$ cat config.mk
export PLATFORM = sky130hd
export DESIGN_NAME = srp_port
export DESIGN_NICKNAME = d
export VERILOG_FILES = /design/src/srp_pkg.sv /design/src/srp_pin_if.sv /design/src/srp_pin_sync.sv /design/src/srp_port.sv
export SDC_FILE = /design/constraint.sdc
export NUM_CORES = 1
export LEC_CHECK = 0
export BUFFER_PORTS_ARGS = -buffer_cell sky130_fd_sc_hd__buf_2
export CORE_ASPECT_RATIO = 0.6
export CORE_MARGIN = 2
export CORE_UTILIZATION = 40
export CTS_BUF_LIST = sky130_fd_sc_hd__clkbuf_4 sky130_fd_sc_hd__clkbuf_8
export CTS_CLUSTER_DIAMETER = 60
export DETAILED_ROUTE_END_ITERATION = 10
export HOLD_SLACK_MARGIN = 0.15
export PLACE_DENSITY = 0.6
export SYNTH_ARGS = -nofsm -noshare
export SYNTH_HDL_FRONTEND = slang
export SYNTH_HIERARCHICAL = 1
export SYNTH_SLANG_ARGS = --single-unit
$ cat constraint.sdc
create_clock -name clk_sys -period 3.22 [get_ports clk_sys]
set_input_delay 0.161 -clock clk_sys [delete_from_list [all_inputs] [get_ports clk_sys]]
set_output_delay 0.161 -clock clk_sys [all_outputs]
set_load 0.02 [all_outputs]
$ cat src/srp_pkg.sv
`default_nettype none
package srp_pkg;
    // Register space
    localparam int          SRP_ADDR_W          = 5;
    localparam int          SRP_NUM_REGS        = 32;
    localparam int          SRP_DATA_W          = 8;
    localparam logic [4:0]  SRP_ADDR_CONFIG     = 5'h00;
    localparam logic [4:0]  SRP_ADDR_I_OFFSET   = 5'h08;
    localparam logic [4:0]  SRP_ADDR_Q_OFFSET   = 5'h0C;
    localparam logic [7:0]  SRP_REG_RESET_VALUE = 8'h00;

    // Field positions in serial_port_config and the offset registers
    localparam int          SRP_CFG_BIDIR_BIT   = 7;
    localparam int          SRP_CFG_LSB_BIT     = 6;
    localparam int          SRP_CFG_SRST_BIT    = 5;
    localparam int          SRP_OFFSET_DIR_BIT  = 7;

    // Field positions in the instruction byte
    localparam int          SRP_INSTR_RW_BIT    = 7;
    localparam int          SRP_INSTR_CNT_HI    = 6;
    localparam int          SRP_INSTR_CNT_LO    = 5;

    // Serial timing
    localparam logic [2:0]  SRP_LAST_BIT        = 3'h7;
    localparam int          SRP_SCLK_MAX_MHZ    = 15;
    localparam int          SRP_SYS_MHZ         = 20;

    // Sequencer states, Gray coded along instruction -> data -> done
    typedef enum logic [1:0] {
        SRP_ST_INSTR = 2'b00,
        SRP_ST_DATA  = 2'b01,
        SRP_ST_DONE  = 2'b11
    } srp_state_e;
endpackage
`default_nettype wire

$ cat src/srp_pin_if.sv
`timescale 1ns/1ns
`default_nettype none
// Synchronised view of the serial pins, shared by the front end and the sequencer
interface srp_pin_if;
    logic sclk_rise;   // One-cycle pulse on a serial clock rising edge
    logic sclk_fall;   // One-cycle pulse on a serial clock falling edge
    logic sdio_in;     // Synchronised data-in level
    logic sel_n;       // Synchronised chip select, active low
    modport front (output sclk_rise, output sclk_fall, output sdio_in, output sel_n);
    modport seq   (input sclk_rise, input sclk_fall, input sdio_in, input sel_n);
endinterface
`default_nettype wire

$ cat src/srp_pin_sync.sv
`timescale 1ns/1ns
`default_nettype none
// Two-flop synchronisers for chip select and data, three flops for the serial clock, plus serial clock edge detection
module srp_pin_sync (
    input  wire logic clk_sys,
    input  wire logic reset,
    input  wire logic spi_clk,
    input  wire logic port_select_n,
    input  wire logic sdio_pin,
    srp_pin_if.front  pins
);
    import srp_pkg::*;

    logic [1:0] clk_meta;    // First two stages; only the third stage reads them
    logic [1:0] clk_sync;    // Third stage and one history stage
    logic [1:0] sel_meta;    // Chip select synchroniser
    logic [1:0] din_meta;    // Data synchroniser

    // Synchronisers; chip select idles high so the port starts deselected
    always_ff @(posedge clk_sys) begin
        if (reset) begin
            clk_meta <= 2'h0;
            clk_sync <= 2'h0;
            sel_meta <= 2'h3;
            din_meta <= 2'h0;
        end else begin
            clk_meta <= {clk_meta[0], spi_clk};
            clk_sync <= {clk_sync[0], clk_meta[1]};
            sel_meta <= {sel_meta[0], port_select_n};
            din_meta <= {din_meta[0], sdio_pin};
        end
    end

    // Edges are seen only on stages past the first flop; data is taken one
    // stage earlier than the edge, still well inside its stable window
    assign pins.sclk_rise = clk_sync[0] & ~clk_sync[1];
    assign pins.sclk_fall = ~clk_sync[0] & clk_sync[1];
    assign pins.sdio_in   = din_meta[1];
    assign pins.sel_n     = sel_meta[1];
endmodule
`default_nettype wire

$ cat src/srp_port.sv
`timescale 1ns/1ns
`default_nettype none
// How it works
// - First eight rising edges carry the instruction.
// - Chip select high restarts, discards partial bytes.
// - Data phase moves one to four bytes.
// - Register updates on its byte's last bit.
// - Instruction bit 7 high means read.
// - Bits 6:5 give byte count minus one.
// - Bits 4:0 give start address.
// - Sample on rise, launch read data on fall.
// - Chip select high floats both data outputs.
// - Config bit 7 makes data pin bidirectional.
// - Bidirectional mode keeps separate output floating.
// - LSB-first order, address increments per byte.
// - MSB-first order default, address decrements.
// - Address wraps between 1Fh and 00h.
// - Config changes apply within the same cycle.
// - Software reset clears all but config register.
// - Mirrored config byte recovers lost bit order.
// - Offset direction bits of 08h and 0Ch.
module srp_port (
    input  wire logic clk_sys,
    input  wire logic reset,
    input  wire logic spi_clk,
    input  wire logic port_select_n,
    input  wire logic sdio_in,
    output logic      sdio_out,
    output logic      sdio_oe_n,
    output logic      serial_data_out,
    output logic      serial_data_out_oe_n,
    output logic      in_phase_offset_to_b,
    output logic      quadrature_offset_to_b,
    output logic [srp_pkg::SRP_DATA_W-1:0] config_value
);
    import srp_pkg::*;

    srp_pin_if pins ();

    // Pin front end
    srp_pin_sync u_sync (
        .clk_sys       (clk_sys),
        .reset         (reset),
        .spi_clk       (spi_clk),
        .port_select_n (port_select_n),
        .sdio_pin      (sdio_in),
        .pins          (pins)
    );

    logic [7:0]            regs [SRP_NUM_REGS];  // Configuration register space
    srp_state_e            state;                // Sequencer phase
    logic [2:0]            bit_cnt;              // Bits taken in the current byte
    logic [7:0]            shift_in;             // Partial byte being received
    logic [7:0]            next_byte;            // Byte as it stands after this edge
    logic                  read_mode;            // Data phase direction
    logic [1:0]            bytes_left;           // Data bytes after the current one
    logic [SRP_ADDR_W-1:0] addr;                 // Internal byte address
    logic                  out_bit;              // Launched read bit
    logic                  active;               // Selected and edge-driven
    logic                  byte_done;            // Last bit of a byte this edge
    logic                  data_wr;              // Write completes this edge
    logic                  cfg_wr;               // Write hits the config register
    logic                  srst;                 // Software reset request
    logic                  lsb_now;              // Bit order valid after this edge
    logic                  bidir;                // Single pin mode
    logic                  lsb_first;            // Bit order control

    assign bidir     = regs[SRP_ADDR_CONFIG][SRP_CFG_BIDIR_BIT];
    assign lsb_first = regs[SRP_ADDR_CONFIG][SRP_CFG_LSB_BIT];
    assign active    = ~pins.sel_n & pins.sclk_rise;
    assign byte_done = active & (bit_cnt == SRP_LAST_BIT);

    // Assemble the byte in the current order; a mid-cycle config write
    // has already landed in regs, so the next byte follows it
    always_comb begin
        if (lsb_first) begin
            next_byte = {pins.sdio_in, shift_in[7:1]};
        end else begin
            next_byte = {shift_in[6:0], pins.sdio_in};
        end
    end

    assign data_wr = byte_done & (state == SRP_ST_DATA) & ~read_mode;
    assign cfg_wr  = data_wr & (addr == SRP_ADDR_CONFIG);
    // A bit-reversal palindrome reads the same in either order, so a host
    // that lost track of bit order still lands its reset and configuration
    assign srst    = cfg_wr & next_byte[SRP_CFG_SRST_BIT];
    // The address step after a config write already uses the new order
    assign lsb_now = cfg_wr ? next_byte[SRP_CFG_LSB_BIT] : lsb_first;

    // Phase sequencer
    always_ff @(posedge clk_sys) begin
        if (reset) begin
            state <= SRP_ST_INSTR;
        end else if (pins.sel_n) begin
            // Deselect drops whatever was in flight
            state <= SRP_ST_INSTR;
        end else if (byte_done) begin
            case (state)
                SRP_ST_INSTR: begin
                    state <= SRP_ST_DATA;
                end
                SRP_ST_DATA: begin
                    if (bytes_left == 2'h0) begin
                        state <= SRP_ST_DONE;
                    end
                end
                SRP_ST_DONE: begin
                    state <= SRP_ST_DONE;
                end
                default: begin
                    state <= SRP_ST_INSTR;
                end
            endcase
        end
    end

    // Bit counter and input shifter, sampled on rising edges
    always_ff @(posedge clk_sys) begin
        if (reset) begin
            bit_cnt  <= 3'h0;
            shift_in <= 8'h00;
        end else if (pins.sel_n) begin
            bit_cnt  <= 3'h0;
            shift_in <= 8'h00;
        end else if (active && state != SRP_ST_DONE) begin
            bit_cnt  <= bit_cnt + 3'h1;
            shift_in <= next_byte;
        end
    end

    // Instruction capture and address generation
    always_ff @(posedge clk_sys) begin
        if (reset) begin
            read_mode  <= 1'b0;
            bytes_left <= 2'h0;
            addr       <= 5'h00;
        end else if (byte_done) begin
            if (state == SRP_ST_INSTR) begin
                read_mode  <= next_byte[SRP_INSTR_RW_BIT];
                bytes_left <= next_byte[SRP_INSTR_CNT_HI:SRP_INSTR_CNT_LO];
                addr       <= next_byte[SRP_ADDR_W-1:0];
            end else if (state == SRP_ST_DATA) begin
                bytes_left <= bytes_left - 2'h1;
                // 5-bit arithmetic wraps 1Fh<->00h on its own
                if (lsb_now) begin
                    addr <= addr + 5'h01;
                end else begin
                    addr <= addr - 5'h01;
                end
            end
        end
    end

    // Register space; each byte lands on its own last bit, not at deselect
    always_ff @(posedge clk_sys) begin
        if (reset) begin
            for (int i = 0; i < SRP_NUM_REGS; i++) begin
                regs[i] <= SRP_REG_RESET_VALUE;
            end
        end else if (data_wr) begin
            if (srst) begin
                // Config register keeps the written byte, all others default
                for (int i = 1; i < SRP_NUM_REGS; i++) begin
                    regs[i] <= SRP_REG_RESET_VALUE;
                end
            end
            regs[addr] <= next_byte;
        end
    end

    // Read data launch on falling edges in the chosen order
    always_ff @(posedge clk_sys) begin
        if (reset) begin
            out_bit <= 1'b0;
        end else if (pins.sclk_fall && !pins.sel_n && state == SRP_ST_DATA && read_mode) begin
            if (lsb_first) begin
                out_bit <= regs[addr][bit_cnt];
            end else begin
                out_bit <= regs[addr][3'h7 - bit_cnt];
            end
        end
    end

    // Output drivers; enables are active low and float outside read data
    always_comb begin
        sdio_out             = out_bit;
        serial_data_out      = out_bit;
        sdio_oe_n            = 1'b1;
        serial_data_out_oe_n = 1'b1;
        if (!pins.sel_n && read_mode && state == SRP_ST_DATA) begin
            if (bidir) begin
                sdio_oe_n = 1'b0;
            end else begin
                serial_data_out_oe_n = 1'b0;
            end
        end
    end

    // Offset steering to the analog side and live config view
    assign in_phase_offset_to_b   = regs[SRP_ADDR_I_OFFSET][SRP_OFFSET_DIR_BIT];
    assign quadrature_offset_to_b = regs[SRP_ADDR_Q_OFFSET][SRP_OFFSET_DIR_BIT];
    assign config_value           = regs[SRP_ADDR_CONFIG];
endmodule
`default_nettype wire

* Word-level counts from Yosys, hierarchy flattened *
Memory sizes are Yosys's and may differ from the RTL's. A register that Yosys moved wholly into a read port is not among the register bits.
Cells that the tools add are included.

storage, ports and cells
  register bits after elaboration = 30
  latch bits = 0
  RAM bits = 256
  ROM bits = 0
  bits of input ports = 5
  output and inout port bits = 14
  word-level logic and storage cells = 146
  memories = 1

cells by class
  $add $sub $neg = 5
  multiply operators = 0
  div/mod/pow operators = 0
  $lt $le $gt $ge = 2
  eq/ne operators = 5
  shift operators = 0
  muxes and demuxes = 63
  bitwise gates (word level) = 43
  reductions and logical operators = 16

memories
  name  depth  bits a word  read ports  clocked after memory_dff  wr ports  RTL line        RTL
  regs  32     8            4           1                         32        srp_port.sv:50  logic [7:0] regs [SRP_NUM_REGS];

operator list
  kind                                                                           count
  8-bit 2-to-1 mux                                                               33
  1-bit OR                                                                       31
  5-bit 2-to-1 mux                                                               6
  1-bit 2-to-1 mux                                                               18
  1-bit AND                                                                      8
  3-bit by 4-bit less-than comparator with 1-bit output (second input constant)  2
  8-bit OR reduction                                                             1
  1-bit binary-select mux with 3-bit select                                      2
  1-bit logical AND                                                              6
  2-bit 2-to-1 mux                                                               3
  2-bit one-hot mux with 3 select lines                                          1
  2-bit AND reduction                                                            3
  5-bit by 1-bit adder with 5-bit output (second input constant)                 1
  5-bit logical NOT                                                              1
  5-bit by 1-bit subtractor with 5-bit output (second input constant)            1
  2-bit logical NOT                                                              2
  1-bit NOT                                                                      4
  3-bit by 1-bit adder with 3-bit output (second input constant)                 1
  3-bit equality test (second input constant)                                    1
  3-bit subtractor (first input constant)                                        1
  2-bit by 1-bit equality test with 1-bit output (second input constant)         1
  2-bit equality test (second input constant)                                    1
  2-bit by 1-bit != test with 1-bit output (second input constant)               1
  2-bit != test (second input constant)                                          1
  other kinds (4)                                                                4

* Logic depth before layout (Yosys ltp) *
  depth in word-level cells = 13
  mapped depth = 13
  gate-level depth less buffers = 12

* Modules after synthesis *
The synthesis kept the hierarchy.

modules (own cells, without submodules)
  module        instances  cells an instance  area an instance (um^2)  seq. area each (um^2)
  srp_port      1          1,042              12,843.6                 8,227.9
  srp_pin_sync  1          18                 222.7                    160.2

* Worst setup path before layout *
Ideal clock, no wire load.

  path kind = register to register
  start point = register bit_cnt[0]
  end point = register with a tool-made name
  arrival time = 2.558 ns
  required time = 3.142 ns
  slack = 0.585 ns
  cell stages (with the launch flop) = 14
  path buffers = 1
  clock period less this slack = 2.635 ns
  cells stage by stage = dfxtp_1 -> ha_1 -> ha_1 -> nor4bb_1 -> buf_2 -> nand4_1 -> mux2i_2 -> xor2_1 -> ha_1 -> nor3b_1 -> a31oi_1 -> a21oi_1 -> nand2b_1 -> a21oi_1

RTL lines
  item                    RTL line         RTL
  from (decl)             srp_port.sv:52   logic [2:0] bit_cnt;
  from (signal assigned)  srp_port.sv:127  bit_cnt <= bit_cnt + 3'h1;

==> impl_metrics.py <==
metrics = {
    "run_status": {
        "outcome": "completed",
    },
    "power_and_ir_drop": {
        "power_density_nw_per_um2": 507,
        "p_leak_nw": 4.76,
        "fin_total_pwr_mw": 7.57,
        "ir_drop_v": 0.000306,
    },
    "logic_synthesis": {
        "synth_area_um2": 13100,
        "syn_area_per_cell_um2": 12.3,
        "synth_cell_types": 57,
        "synth_common_cells": "294 x nor2_1, 256 x edfxtp_1, 95 x nand2_1",
        "synth-edff-count": 256,
        "yosysTopAreaCell": "edfxtp_1",
        "ys_seq_elements": 291,
        "synth.top_cell.area_share_pct": 58.8,
        "synthTopCellsByArea": "edfxtp_1 59%, nor2_1 8.4%, mux2i_1 6.4%, dfxtp_1 5.4%, mux4_2 4.1%",
        "synth_top_flop_cell": "edfxtp_1",
        "yosys_warnings": 6,
        "postSynthCellCount": 1060,
        "yosysSeqAreaShare_pct": 64.2,
        "synth_nets": 1069,
        "yosysMostFrequentCell": "nor2_1",
        "async_flop_share_pct": 0,
    },
    "drt": {
        "drt_iter0_drc": 905,
        "antenna_left": 0,
        "vias_per_cell": 5.61,
        "wirelength_mm": 36.8,
        "vias": 8864,
        "wl_per_cell_um": 23.3,
        "dr.pass1.iters": 5,
        "drc": 0,
    },
    "die": {
        "die_area_um2": 34200,
        "die_x_um": 237,
        "dieHeight_um": 144,
        "rows": 51,
        "initial_utilization_pct": 40.5,
        "core_area_um2": 32300,
        "io-pin-count": 19,
    },
    "global_route": {
        "grt_antenna_before_repair": 1,
        "grt_use_met3_pct": 9.66,
        "gr-usage-met1_pct": 33.8,
        "grt.overflow.total": 0,
        "grtUsageTotal_pct": 22.3,
        "top_usage_layer": "met1",
        "grt_pass1_wl_mm": 55.2,
        "use_met2_pct": 28.3,
        "grt_max_degree": 36,
        "grt_pass1_vias": 8583,
    },
    "timing": {
        "finalHoldViolations": 0,
        "finalSetupTns_ns": 0,
        "fmax_ghz": 0.345,
        "setup_viol": 0,
        "relSlewSlack_pct": 44.3,
        "clock_skew_ns": 0.0292,
        "tightestPinTransition_ns": 0.833,
        "timing.hold.ws_ns": 0.426,
        "rsz0062_at_grt": "false",
        "fin_ws_ns": 0.321,
        "finalCritPeriodShare_pct": 90.0,
        "finalCriticalPeriod_ns": 2.90,
        "drv_slew": 0,
    },
    "worst_setup_path": {
        "end_kind": "register",
        "start_kind": "register",
        "arrival_ns": 3.34,
        "reg2reg_slack_ns": 0.32,
        "r2r_cells": 8,
        "critPathKind": "register to register",
        "required_ns": 3.66,
        "cp_max_fo": 14,
        "r2r_end": "sdio_out",
    },
    "final_layout": {
        "area_delta_synth_final_pct": 14.3,
        "nFillCells": 2933,
        "layout-drive-gt1-share_pct": 17.7,
        "fin_nets": 1134,
        "final_core_util_pct": 46.2,
        "design_area_um2": 14900,
        "fin_cells": 1580,
        "insertedDiodeCount": 0,
    },
    "worst_hold_path": {
        "hp-class": "register to register",
        "hold_depth": 1,
        "holdPathEnd": "u_sync/sel_meta[1]",
        "min_from": "u_sync/sel_meta[0]",
    },
    "placed_design": {
        "dp_slack_ns": 0.332,
        "place.gp.congestion": 0.991,
        "place_hpwl_mm": 25.2,
        "place_area_um2": 14000,
        "io_buffers": 18,
        "place_inst": 1497,
    },
    "clocking": {
        "clk_path_buf_depth": 3,
        "path_clk_slew_ns": 0.07,
        "postCtsSetupBuffers": 0,
        "tritoncts": "built",
        "clk_latency_ns": 0.58,
        "root_buffer": "clkbuf_8",
        "h-tree-depth": 2,
        "numCtsBuffers": 43,
        "clock_sinks": 291,
    },
    "run": {
        "cap_violations": 0,
    },
}
## final cells by class
| cell class | instances | area, um2 | area share, % |
|---|---|---|---|
| multi-input combinational | 685 | 4380 | 29.3 |
| inverter | 8 | 30.0 | 0.201 |
| tap | 424 | 531 | 3.55 |
| clock inverter | 19 | 133 | 0.888 |
| clock buffer | 57 | 709 | 4.75 |
| sequential | 291 | 8390 | 56.2 |
| timing repair buffer | 96 | 756 | 5.06 |
## state kept, by name (all words and copies together), names as in the netlist, named ones only
name	count
u_sync/clk_sync	2
sdio_out	1
u_sync/sel_meta	2
addr	5
bit_cnt	3
u_sync/clk_meta	2
regs	256
bytes_left	2
shift_in	8
state	2
read_mode	1
u_sync/din_meta	2
## placed cells by master (no fill, tap or decap), types with 8 or more instances in the layout
master,Yosys,layout
a221oi_1,13,13
mux2i_1,84,76
o211ai_1,10,10
a211oi_1,10,10
nor2_1,294,293
buf_4,10,66
clkbuf_8,0,45
a22oi_1,17,17
mux2i_4,0,8
nor3_1,9,9
buf_2,7,18
dfxtp_1,35,33
clkinv_1,0,10
mux4_2,24,24
edfxtp_1,256,256
clkbuf_4,0,12
nand2_1,95,95
nor2b_1,17,17
nor3b_1,9,9
a21oi_1,16,16
inv_1,8,8
## how the worst max path moves through the flow
| stage | start | end | slack (ns) | cells after the start |
|---|---|---|---|---|
| global placement | bit_cnt[2] | regs[5][3] | 0.35 | 8 |
| floorplan | bit_cnt[0] | register | 0.58 | 13 |
| detailed placement | bit_cnt[2] | regs[5][3] | 0.33 | 8 |
| finish | register | sdio_out | 0.32 | 8 |
| global route | bit_cnt[2] | regs[5][4] | 0.10 | 8 |
| CTS | bit_cnt[2] | regs[5][3] | 0.32 | 8 |
## critical path, stage by stage (launching register included)
cell       delay [ns]
dfxtp_2          0.66
and2_1           0.65
a221oi_1         0.22
o21ai_0          0.20
and4_1           0.27
nor2_1           0.05
or4b_1           0.49
o2111ai_1        0.09
o32ai_1          0.11
## per-layer routing
metal	vias to the layer above	routed length (um)
met5	-	0
met4	0	757
met3	64	4860
met2	447	13800
met1	4405	17400
li1	3948	-
## timing repair
item,in CTS,in global routing
endpoints found under the setup margin,0,8
hold buffers,7,0
hold endpoints to repair,20,0
resized for setup,0,1
## cell families after synthesis
kind of cell / Yosys count / synth area share (%)
simple gates: 466 / 15.0
flops: 291 / 64.2
mux: 119 / 12.0
compound gates: 93 / 5.09
buf+inv: 84 / 3.11
fa+ha+maj: 4 / 0.383
xor+xnor: 3 / 0.201
## power by group
part | switching [mW] | internal (mW) | leakage [nW]
clock network | 1.45 | 1.59 | 0.450
registers | 0.0539 | 4.23 | 2.80
logic | 0.165 | 0.0719 | 1.51
(Power assumes the default switching activity.)
